## config.mk

```make
export PLATFORM = sky130hd
export DESIGN_NAME = fcd_flash_command_decoder
export DESIGN_NICKNAME = d
export VERILOG_FILES = /design/src/rtl/fcd_pkg.sv /design/src/rtl/fcd_flash_command_decoder.sv
export SDC_FILE = /design/constraint.sdc
export NUM_CORES = 1
export LEC_CHECK = 0
export ABC_AREA = 1
export BUFFER_PORTS_ARGS = -buffer_cell sky130_fd_sc_hd__clkbuf_2
export CAP_MARGIN = 0
export CORE_MARGIN = 3
export CORE_UTILIZATION = 47
export CTS_CLUSTER_DIAMETER = 100
export DETAILED_ROUTE_END_ITERATION = 10
export PLACE_DENSITY = 0.76
export SYNTH_ARGS = -nofsm -noshare
export SYNTH_HDL_FRONTEND = slang
export SYNTH_SLANG_ARGS = --single-unit
```

## constraint.sdc

```tcl
create_clock -name pclk -period 1.6 [get_ports pclk]
set_clock_uncertainty 0.05 [all_clocks]
set_input_delay 0.16 -clock pclk [delete_from_list [all_inputs] [get_ports pclk]]
set_output_delay 0.16 -clock pclk [all_outputs]
set_load 0.02 [all_outputs]
```

## src/rtl/fcd_pkg.sv

```systemverilog
// Shared constants for the flash command decoder.
package fcd_pkg;
  // Register byte offsets on the APB.
  localparam logic [7:0] FCD_CMD_OFF = 8'h00; // Command cycle.
  localparam logic [7:0] FCD_ARG_OFF = 8'h04; // Argument cycle.
  localparam logic [7:0] FCD_STAT_OFF = 8'h08; // Status, direct view.
  localparam logic [7:0] FCD_RDAT_OFF = 8'h0C; // Mode-steered read port.
  localparam logic [7:0] FCD_RADR_OFF = 8'h10; // Read address.
  // Command codes.
  localparam logic [7:0] FCD_C_RDARR = 8'hFF;
  localparam logic [7:0] FCD_C_PROG = 8'h80;
  localparam logic [7:0] FCD_C_PERASE = 8'h40;
  localparam logic [7:0] FCD_C_MERASE = 8'h20;
  localparam logic [7:0] FCD_C_RDSTAT = 8'h10;
  localparam logic [7:0] FCD_C_CLRST = 8'hA0;
  localparam logic [7:0] FCD_C_MAIN = 8'hB0;
  localparam logic [7:0] FCD_C_INFO = 8'hC0;
  // Status bit positions.
  localparam int FCD_S_BUSY = 7;
  localparam int FCD_S_CMDERR = 6;
  localparam int FCD_S_PROTERR = 5;
  localparam int FCD_S_SETUPERR = 4;
  localparam int FCD_S_INFO = 3;
  localparam int FCD_S_LOCK = 2;
  // Argument word layout: address in 23:8, data in 7:0.
  localparam int FCD_ARG_ADR_LSB = 8;
  localparam int FCD_ARG_ADR_MSB = 23;
  // Boot block is the lowest 2K bytes of the main block.
  localparam logic [15:0] FCD_BOOT_END = 16'h0800;
  // Page number is address bits 15:9.
  localparam int FCD_PAGE_LSB = 9;
  // Operation codes driven to the array.
  localparam logic [1:0] FCD_OP_NONE = 2'h0;
  localparam logic [1:0] FCD_OP_PROG = 2'h1;
  localparam logic [1:0] FCD_OP_PERASE = 2'h2;
  localparam logic [1:0] FCD_OP_MERASE = 2'h3;
  // Sequencer states.
  typedef enum logic [1:0] {
    FCD_ST_IDLE = 2'b00,
    FCD_ST_WPROG = 2'b01,
    FCD_ST_WERASE = 2'b10
  } fcd_state_t;
endpackage : fcd_pkg

```

## src/rtl/fcd_flash_command_decoder.sv

```systemverilog
`timescale 1ns/1ps
// Function
// - FF selects array-read output mode.
// - Reset comes up in array-read mode.
// - 80 latches address and byte argument.
// - Program argument starts programming, status mode.
// - Protected boot byte program is refused.
// - 40 latches page address argument.
// - Erase argument starts page erase, status mode.
// - Protected boot page erase is refused.
// - 20 starts mass erase, status mode.
// - Info selected: mass erase clears both.
// - Main selected: mass erase main only.
// - Mass erase inhibited while boot locked.
// - 10 selects status read, no operation.
// - Every non-FF command enters status mode.
// - A0 clears error flags, status mode.
// - B0 selects main block, status mode.
// - Main selection persists until info select.
// - C0 selects info block until B0.
// - Reserved codes set command error, status mode.
// - Command or argument writes while busy set command error.
// - Missing argument cycle sets setup error.
// - Busy rises at argument or mass erase.
// - Protected requests set protection error.
module fcd_flash_command_decoder
  import fcd_pkg::*;
#(
  parameter int ADDR_W = 16,
  parameter int DATA_W = 8
) (
  input wire logic pclk,
  input wire logic presetn,
  input wire logic psel,
  input wire logic penable,
  input wire logic pwrite,
  input wire logic [7:0] paddr,
  input wire logic [31:0] pwdata,
  output logic [31:0] prdata,
  output logic pready,
  output logic pslverr,
  input wire logic boot_write_protect_n,
  input wire logic [DATA_W-1:0] flash_rdata,
  input wire logic flash_done,
  output logic [ADDR_W-1:0] flash_addr,
  output logic [DATA_W-1:0] program_write_byte,
  output logic [1:0] flash_op,
  output logic flash_start,
  output logic flash_info_sel,
  output logic flash_erase_info,
  output logic status_mode
);

  // Write-protect pin passes two flops before use.
  // Both flops reset to the unlocked level, so a lock is seen two edges late.
  logic wp_meta_r;
  logic wp_sync_r;
  always_ff @(posedge pclk or negedge presetn) begin
    if (!presetn) begin
      wp_meta_r <= 1'b1;
      wp_sync_r <= 1'b1;
    end else begin
      wp_meta_r <= boot_write_protect_n;
      wp_sync_r <= wp_meta_r;
    end
  end
  // Active-high lock, from the synchronised pin.
  wire locked = !wp_sync_r;

  // Sequencer and status state.
  fcd_state_t state_r; // Waiting for an argument or idle.
  fcd_state_t state_nxt;
  logic busy_r; // Program or erase in progress.
  logic busy_nxt;
  logic cmd_err_r; // Reserved code, argument with no command, or write while busy.
  logic cmd_err_nxt;
  logic prot_err_r; // Request hit protected memory.
  logic prot_err_nxt;
  logic setup_err_r; // Argument cycle missing.
  logic setup_err_nxt;
  logic info_r; // Information block selected.
  logic info_nxt;
  logic stmode_r; // Read port returns status.
  logic stmode_nxt;
  logic [ADDR_W-1:0] tgt_r; // Latched target address.
  logic [ADDR_W-1:0] tgt_nxt;
  logic [DATA_W-1:0] wbyte_r; // Latched program byte.
  logic [DATA_W-1:0] wbyte_nxt;
  logic [1:0] op_r; // Operation handed to the array.
  logic [1:0] op_nxt;
  logic start_r; // One-cycle start pulse.
  logic start_nxt;
  logic both_r; // Mass erase includes info block.
  logic both_nxt;
  logic [ADDR_W-1:0] radr_r; // Address for array reads.
  logic [ADDR_W-1:0] radr_nxt; // Read address after this edge.
  logic [31:0] prdata_r; // Read word captured in the setup phase.
  logic [ADDR_W-1:0] faddr_r; // Address presented to the array.

  // Bus decode: pready is always high, so access is one cycle.
  // Writes to read-only or unmapped offsets change no state.
  wire acc = psel && penable;
  wire wr = acc && pwrite;
  wire hit_cmd = (paddr == FCD_CMD_OFF);
  wire hit_arg = (paddr == FCD_ARG_OFF);
  wire hit_stat = (paddr == FCD_STAT_OFF);
  wire hit_rdat = (paddr == FCD_RDAT_OFF);
  wire hit_radr = (paddr == FCD_RADR_OFF);
  wire mapped = hit_cmd || hit_arg || hit_stat || hit_rdat || hit_radr;
  wire cmd_wr = wr && hit_cmd;
  wire arg_wr = wr && hit_arg;
  wire [7:0] code = pwdata[7:0];
  // Argument word: address field above the data byte.
  wire [ADDR_W-1:0] arg_adr =
    ADDR_W'(pwdata[FCD_ARG_ADR_MSB:FCD_ARG_ADR_LSB]);
  wire [DATA_W-1:0] arg_dat = pwdata[DATA_W-1:0];

  // Only main-block addresses below the boot limit are protected; the
  // information block has no boot region.
  wire in_boot = !info_r && (arg_adr < FCD_BOOT_END);
  wire arg_prot = locked && in_boot;

  // Status byte as software sees it.
  logic [7:0] status;
  always_comb begin
    // Reserved low bits read as zero.
    status = 8'h00;
    status[FCD_S_BUSY] = busy_r;
    status[FCD_S_CMDERR] = cmd_err_r;
    status[FCD_S_PROTERR] = prot_err_r;
    status[FCD_S_SETUPERR] = setup_err_r;
    status[FCD_S_INFO] = info_r;
    status[FCD_S_LOCK] = locked;
  end

  // Read port follows the output mode: status or array data.
  wire [7:0] rport = stmode_r ? status : 8'(flash_rdata);
  wire [31:0] rd_mux = hit_stat ? {24'h00_0000, status} :
                       hit_rdat ? {24'h00_0000, rport} :
                       hit_radr ? 32'(radr_r) : 32'h0000_0000;
  // The read word is taken at the setup edge, so prdata comes from a flop
  // and still needs no wait state.  The price is that it shows the state
  // of one cycle before the access edge, so busy may read a cycle stale.
  wire rd_setup = psel && !penable && !pwrite;
  wire [31:0] prdata_nxt = rd_setup ? rd_mux : 32'h0000_0000;
  assign prdata = prdata_r;
  // Zero wait states: every access ends in its first access cycle.
  assign pready = 1'b1;
  // Unmapped offsets answer with an error and change nothing.
  assign pslverr = acc && !mapped;

  // Command sequencer.
  always_comb begin
    // Everything but the start pulse holds unless a branch below moves it.
    state_nxt = state_r;
    busy_nxt = busy_r;
    cmd_err_nxt = cmd_err_r;
    prot_err_nxt = prot_err_r;
    setup_err_nxt = setup_err_r;
    info_nxt = info_r;
    stmode_nxt = stmode_r;
    tgt_nxt = tgt_r;
    wbyte_nxt = wbyte_r;
    op_nxt = op_r;
    start_nxt = 1'b0;
    both_nxt = both_r;
    // The array's completion ends busy.
    if (busy_r && flash_done) begin
      busy_nxt = 1'b0;
      op_nxt = FCD_OP_NONE;
    end
    if ((cmd_wr || arg_wr) && busy_r) begin
      // Busy writes are dropped but flagged.
      cmd_err_nxt = 1'b1;
      stmode_nxt = 1'b1;
    end else if (arg_wr) begin
      stmode_nxt = 1'b1;
      state_nxt = FCD_ST_IDLE;
      unique case (state_r)
        // Program: latch both fields, then start unless protected.
        FCD_ST_WPROG: begin
          tgt_nxt = arg_adr;
          wbyte_nxt = arg_dat;
          if (arg_prot) begin
            prot_err_nxt = 1'b1;
          end else begin
            busy_nxt = 1'b1;
            start_nxt = 1'b1;
            op_nxt = FCD_OP_PROG;
          end
        end
        // Page erase: the data byte of the argument is ignored.
        FCD_ST_WERASE: begin
          tgt_nxt = arg_adr;
          if (arg_prot) begin
            prot_err_nxt = 1'b1;
          end else begin
            busy_nxt = 1'b1;
            start_nxt = 1'b1;
            op_nxt = FCD_OP_PERASE;
          end
        end
        default: begin
          // An argument with no command before it is a bad command.
          cmd_err_nxt = 1'b1;
        end
      endcase
    end else if (cmd_wr) begin
      state_nxt = FCD_ST_IDLE;
      stmode_nxt = 1'b1;
      unique case (code)
        // Array-read is the one code that leaves status mode.
        FCD_C_RDARR: begin
          stmode_nxt = 1'b0;
        end
        // Two-cycle commands only arm the argument cycle here.
        FCD_C_PROG: begin
          state_nxt = FCD_ST_WPROG;
        end
        FCD_C_PERASE: begin
          state_nxt = FCD_ST_WERASE;
        end
        // Mass erase starts on this write; a lock refuses all of it.
        FCD_C_MERASE: begin
          if (locked) begin
            prot_err_nxt = 1'b1;
          end else begin
            busy_nxt = 1'b1;
            start_nxt = 1'b1;
            op_nxt = FCD_OP_MERASE;
            // The block selection decides whether info goes too.
            both_nxt = info_r;
          end
        end
        // Status read changes nothing beyond the output mode.
        FCD_C_RDSTAT: begin
          stmode_nxt = 1'b1;
        end
        FCD_C_CLRST: begin
          // Busy is left alone; only error flags clear.
          cmd_err_nxt = 1'b0;
          prot_err_nxt = 1'b0;
          setup_err_nxt = 1'b0;
        end
        // Block selection persists until the other select arrives.
        FCD_C_MAIN: begin
          info_nxt = 1'b0;
        end
        FCD_C_INFO: begin
          info_nxt = 1'b1;
        end
        // Reserved codes flag the error and select status mode.
        default: begin
          cmd_err_nxt = 1'b1;
        end
      endcase
      // A command where an argument was due aborts the pending one, yet
      // the new code is still decoded so that software is not stalled.
      // The flag is raised after the decode, so a clear-status written in
      // place of the argument cannot wipe the error that it causes itself.
      if (state_r != FCD_ST_IDLE) begin
        setup_err_nxt = 1'b1;
      end
    end
  end

  // Sequencer registers; reset gives array-read on the main block.
  always_ff @(posedge pclk or negedge presetn) begin
    if (!presetn) begin
      state_r <= FCD_ST_IDLE;
      busy_r <= 1'b0;
      cmd_err_r <= 1'b0;
      prot_err_r <= 1'b0;
      setup_err_r <= 1'b0;
      // Errors and busy clear; the output mode comes up as array read.
      info_r <= 1'b0;
      stmode_r <= 1'b0;
    end else begin
      state_r <= state_nxt;
      busy_r <= busy_nxt;
      cmd_err_r <= cmd_err_nxt;
      prot_err_r <= prot_err_nxt;
      setup_err_r <= setup_err_nxt;
      info_r <= info_nxt;
      stmode_r <= stmode_nxt;
    end
  end

  // Argument latches and array command outputs.
  always_ff @(posedge pclk or negedge presetn) begin
    if (!presetn) begin
      tgt_r <= '0;
      wbyte_r <= '0;
      // No operation is handed to the array after reset.
      op_r <= FCD_OP_NONE;
      start_r <= 1'b0;
      both_r <= 1'b0;
    end else begin
      tgt_r <= tgt_nxt;
      wbyte_r <= wbyte_nxt;
      op_r <= op_nxt;
      start_r <= start_nxt;
      both_r <= both_nxt;
    end
  end

  // Read address register, writable at any time, even while busy.
  assign radr_nxt = (wr && hit_radr) ? arg_adr : radr_r;
  always_ff @(posedge pclk or negedge presetn) begin
    if (!presetn) begin
      radr_r <= '0;
    end else begin
      radr_r <= radr_nxt;
    end
  end

  // The array address is registered from next-state values, so it moves
  // on the same edge as a mux of busy, target and read address would.
  wire [ADDR_W-1:0] faddr_nxt = busy_nxt ? tgt_nxt : radr_nxt;
  // Registered bus read data and array address.
  always_ff @(posedge pclk or negedge presetn) begin
    if (!presetn) begin
      prdata_r <= 32'h0000_0000;
      faddr_r <= '0;
    end else begin
      prdata_r <= prdata_nxt;
      faddr_r <= faddr_nxt;
    end
  end

  // While an operation runs the array sees its target; otherwise the
  // read address, so array reads need a separate bus read.
  assign flash_addr = faddr_r;
  assign program_write_byte = wbyte_r;
  assign flash_op = op_r;
  assign flash_start = start_r;
  assign flash_info_sel = info_r;
  assign flash_erase_info = both_r;
  assign status_mode = stmode_r;

endmodule : fcd_flash_command_decoder

```

**Yosys cells after proc, flatten, opt, wreduce, memory -nomap -nowiden**

Index checks and enable logic that the tools add are counted.

- Bits in registers: 86
- Input port bits: 55
- Output and inout port bits: 64
- Logic and storage cells: 132

- Order comparisons: 1
- Equality and inequality tests: 19
- Mux-type cells: 55
- Bitwise logic cells: 2
- Reductions and logical operators: 38

Operators by type and width:

| kind | count |
|---|---|
| 16-bit two-way mux | 9 |
| 8-bit equality test (second input constant) | 5 |
| 1-bit two-way mux | 30 |
| 2-bit two-way mux | 10 |
| 8-bit by 4-bit equality test with 1-bit output (second input constant) | 2 |
| 8-bit by 5-bit equality test with 1-bit output (second input constant) | 2 |
| 16-bit by 12-bit less-than comparator with 1-bit output (second input constant) | 1 |
| 1-bit logical AND | 12 |
| 8-bit by 3-bit equality test with 1-bit output (second input constant) | 1 |
| 8-bit by 6-bit equality test with 1-bit output (second input constant) | 1 |
| 8-bit by 7-bit equality test with 1-bit output (second input constant) | 1 |
| 8-bit logical NOT | 1 |
| 8-bit two-way mux | 1 |
| 2-bit one-hot mux with 2 select lines | 2 |
| 4-bit AND reduction | 2 |
| 2-bit nonzero test | 4 |
| 7-bit OR reduction | 1 |
| 1-bit one-hot mux with 2 select lines | 3 |
| 3-bit AND reduction | 2 |
| 6-bit AND reduction | 1 |
| 3-bit nonzero test | 2 |
| 1-bit logical NOT | 5 |
| 1-bit logical OR | 5 |
| 5-bit AND reduction | 1 |
| other kinds (10) | 11 |

**Longest topological paths before layout**

- Word-level depth: 8
- Gate-level depth with buffers: 11

**Least setup slack after synthesis**

OpenSTA, ideal clock, no wires.

- Kind: reg-to-reg
- From: register state_r[0]
- To: register faddr_r[14], in the netlist flash_addr[14]
- Library setup time: 117 ps
- Arrival: 1414 ps
- Slack: 18 ps
- Stages on the path, launching flop included: 10
- Buffers on the path: 2
- Cells stage by stage: dfrtp_1 > inv_1 > ha_1 > inv_1 > nor2_8 > nand3_4 > buf_6 > buf_6 > nand4_1 > nand2_1

- Cells in the longest elaborated chain, start to end: 6
- Elaborated cells between the ends (all ways): 10
- Classes of those cells: 2 x eq/ne; 7 x mux; 1 x reduce/logical

RTL lines:

| item | line | RTL |
|---|---|---|
| start: declaration | fcd_flash_command_decoder.sv:71 | `fcd_state_t state_r;` |
| start signal: assignment | fcd_flash_command_decoder.sv:279 | `state_r <= state_nxt;` |
| 2-bit equality test / 2-bit by 1-bit equality test with 1-bit output (equally long branches) | fcd_flash_command_decoder.sv:179 | `unique case (state_r)` |
| 2-bit OR reduction (no line) (*) | - |  |
| 16-bit two-way mux / 1-bit two-way mux (equally long branches) | - |  |
| 16-bit two-way mux / 1-bit two-way mux (equally long branches) | fcd_flash_command_decoder.sv:176 | `end else if (arg_wr) begin` |
| 16-bit two-way mux / 1-bit two-way mux (equally long branches) | fcd_flash_command_decoder.sv:172 | `if ((cmd_wr \|\| arg_wr) && busy_r) begin` |
| 16-bit two-way mux (*) | fcd_flash_command_decoder.sv:319 | `wire [ADDR_W-1:0] faddr_nxt = busy_nxt ? tgt_nxt : radr_nxt;` |
| via faddr_nxt[14] | fcd_flash_command_decoder.sv:319 |  |
| end signal: assignment | fcd_flash_command_decoder.sv:327 | `faddr_r <= faddr_nxt;` |
| end: declaration | fcd_flash_command_decoder.sv:98 | `logic [ADDR_W-1:0] faddr_r;` |

Mark *: on every way through the listed nets, which the timed path passes. The rest lies on a longest branch.
A chain may end at the register's enable or synchronous reset.

**Worst setup path after layout**

- From: register state_r[0]
- To: register faddr_r[13], in the netlist flash_addr[13]

The elaborated chain is that of the path after synthesis.

==> impl_results.md <==
- I/O pin cnt: 119
- Footprint of the multi-input gates: 1710 um2
- Yosys warning count: 0
- CP max-delay cell: dfrtp_1
- Clock transition at path regs: 0.10 ns
- Failing checks: setup timing
- CTS Buffer Depth: 2
- Filler cells: 727
- GP Congestion: 0.882
- Final HPWL DP: 8.11 mm
- Mapped cell area: 4150 um2
- Final period utilization: 1.01
- Placed cell area: 4840 um2
- Initial antenna violation count: 0
- DRC viols: 0
- Ys async rst share: 1.00
- CP delay by family, top: simple AND/OR/NAND/NOR gates
- Detail Route Antenna Nets: 0
- WP data arrival: 1.81 ns
- Pwr per Cell Area: 771 nW/um2
- Clk sinks: 86
- Clock latency on the worst-skew pair: 0.36 ns
- Synth area leader: dfrtp_1
- Final Critical Period: 1.62 ns
- Core Region: 8380 um2
- Die Width: 100 um
- Unique masters post-synth: 31
- Post-synthesis sequential area ratio: 0.519
- Hold crit path type: input port to flip-flop
- Area growth, synth to finish: 26.0%
- MaxCap Viol Count: 0
- CTS Root Cell: clkbuf_8
- CP bufs+invs: 3
- RSZ-0062 raised after global routing: true
- Max incr delay on CP: 0.37 ns
- First-pass GRT wire length: 17.5 mm
- IO buf count: 93
- Sequential cell area: 2150 um2
- Synth Register Bits: 86
- Finished Cell Area: 5230 um2
- WL final: 10.9 mm
- CP Class: flip-flop to flip-flop
- Mapped Cells: 510
- Avg Cell Area, Syn: 8.14 um2
- Final hold vios: 0
- Inserted Diodes: 0
- WL/cell: 14.5 um
- F_max: 619 MHz
- CP Cell Sequence: inv_1, ha_4, inv_2, nor2_8, nand3_4, buf_4, nand4_1, nand2_1
- Peak fanout along the critical path: 10
- Drt first pass iters: 5
- Crit path launch type: flip-flop
- Post-synth top area share: 0.506
- Slew Limit Fails: 0
- Post-synth EDFFs: 0
- TritonCTS clock tree: built
- Initial cell density of the core: 0.495
- H-tree Lvls: 3
- Run status: finished, violations left
- Iteration-0 DRC Markers: 260
- Req. time, crit path: 1.79 ns
- Vias: 3861
- Grt ovf: 0
- GRT Total Usage: 0.222
- Setup crit end kind: flip-flop
- Top cells by area, synth: dfrtp_1, nand2_1, nand3_1, nor2_1, inv_1
- Via density: 5.14
- R2R setup slack: -0.02 ns
- Worst vdd ir: 458 uV
- Die height: 100 um
- Setup TNS: -0.0164 ns
- Num CTS Buffers: 9
- DIE AREA: 10000 um2
- Vias in the first global route: 3586
- Largest net degree at the start of global routing: 51
- Fin nets: 699
- Main synth FF type: dfrtp_1
- FP Rows: 33
- Finish-stage setup viols: 1
- Share of cells above drive strength 1: 0.268
- Leakage power: 2.95 nW
- Final worst slack: -0.0164 ns
## final timing paths
path                                   startpoint                       end  cells past startpoint
setup / recovery           state_r[0]$_DFFE_PN0P_  flash_addr[13]$_DFF_PN0_                      8
hold / removal                         pwdata[17]        tgt_r[9]$_DFF_PN0_                      3
setup reg to reg           state_r[0]$_DFFE_PN0P_  flash_addr[13]$_DFF_PN0_                      8
hold reg to reg               wp_meta_r$_DFF_PN1_       wp_sync_r$_DFF_PN1_                      0
max in group asynchronous                 presetn       tgt_r[15]$_DFF_PN0_                      3
min in group asynchronous                 presetn       prdata[6]$_DFF_PN0_                      2
## stage by stage
step	hold WS [ns]	setup WS, ns	total power [W]	utilization	cells
detailed placement	0.0444	-0.0623	0.00256	0.578	722
CTS	0.00435	0.00702	0.00407	0.617	750
finish	0.0219	-0.0164	0.00403	0.624	751
global placement	0.0303	-0.0122	0.00255	0.578	722
floorplan	-0.186	0.0184	0.00241	-	525
global route	0.0183	-0.0796	0.00422	0.624	751
## layout make-up
| type | count | share of cell area |
|---|---|---|
| clock buffer | 9 | 0.0237 |
| clock inverter | 7 | 0.0141 |
| inverter | 44 | 0.0316 |
| multi-input combinational | 361 | 0.327 |
| sequential | 86 | 0.412 |
| tap | 105 | 0.0251 |
| timing repair buffer | 139 | 0.167 |
## state kept, by name (all words and copies together) (netlist names)
name                cells
tgt_r                  16
cmd_err_r               1
setup_err_r             1
state_r                 2
status_mode             1
wp_meta_r               1
flash_start             1
wp_sync_r               1
radr_r                 16
flash_info_sel          1
busy_r                  1
flash_addr             16
program_write_byte      8
flash_erase_info        1
prot_err_r              1
flash_op                2
prdata                 16
## tightest hold or removal path: cells and delay by family
| family | cells | cell delay [ns] |
|---|---|---|
| buffers and inverters | 1 | 0.09 |
| AND/OR/NAND/NOR | 2 | 0.13 |
## power breakdown
part	internal, W	switching (W)	leakage (nW)	total [W]
clock network	0.000616	0.000874	0.101	0.00149
logic	0.000117	0.000223	1.67	0.000340
registers	0.00219	0.0000117	1.18	0.00221
## logic make-up after synthesis
kind of cell | Yosys count | synth area share
adders and majority gates | 3 | 0.00904
DFF | 86 | 0.519
AOI/OAI and AO/OA | 30 | 0.0392
buffers and inverters | 78 | 0.0970
other | 2 | 0.00181
and+or+nand+nor | 311 | 0.334
## cells in the mapped netlist (2+ instances only)
library cell,n
nand3_2,3
nand4_1,18
inv_1,41
clkbuf_1,5
inv_2,2
o21ai_1,8
nor2_1,45
conb_1,2
a21oi_1,6
buf_2,4
nand2_1,173
nand3_1,58
o21ai_0,9
nor2_4,2
o22ai_1,2
nand2_2,2
buf_6,4
dfstp_2,2
nor3_1,5
dfrtp_1,84
o211ai_1,3
buf_4,20
a31oi_1,2
ha_1,3
## timing repair
item / in CTS / in global routing
resized for setup: 8 / 10
hold buffers: 9 / 0
pin swaps: 1 / 6
cloned: 1 / 0
buffers inserted: 2 / 1
endpoints found under the setup margin: 18 / 21
hold endpoints to repair: 31 / 0
## per-layer routing
layer,share of wire,vias up,track usage
met5,0,-,0
met4,0.015,0,0.0674
met3,0.081,16,0.0368
met2,0.47,178,0.352
met1,0.43,1801,0.317
li1,-,1866,-
## placed cells by master (no fill, tap or decap), types with 3 or more instances in the layout
master | Yosys | routed
nor2_1 | 45 | 43
nor3_1 | 5 | 3
o21ai_0 | 9 | 9
inv_2 | 2 | 4
buf_4 | 20 | 33
nand2_1 | 173 | 170
nand2_2 | 2 | 4
dfrtp_1 | 84 | 84
clkbuf_2 | 0 | 92
conb_1 | 2 | 17
clkbuf_8 | 0 | 9
o211ai_1 | 3 | 3
nand3_1 | 58 | 58
nand4_1 | 18 | 18
inv_1 | 41 | 39
dlygate4sd3_1 | 0 | 9
buf_6 | 4 | 3
a21oi_1 | 6 | 5
o21ai_1 | 8 | 8
nor2_2 | 1 | 3
Power figures use the tool's default switching activity.
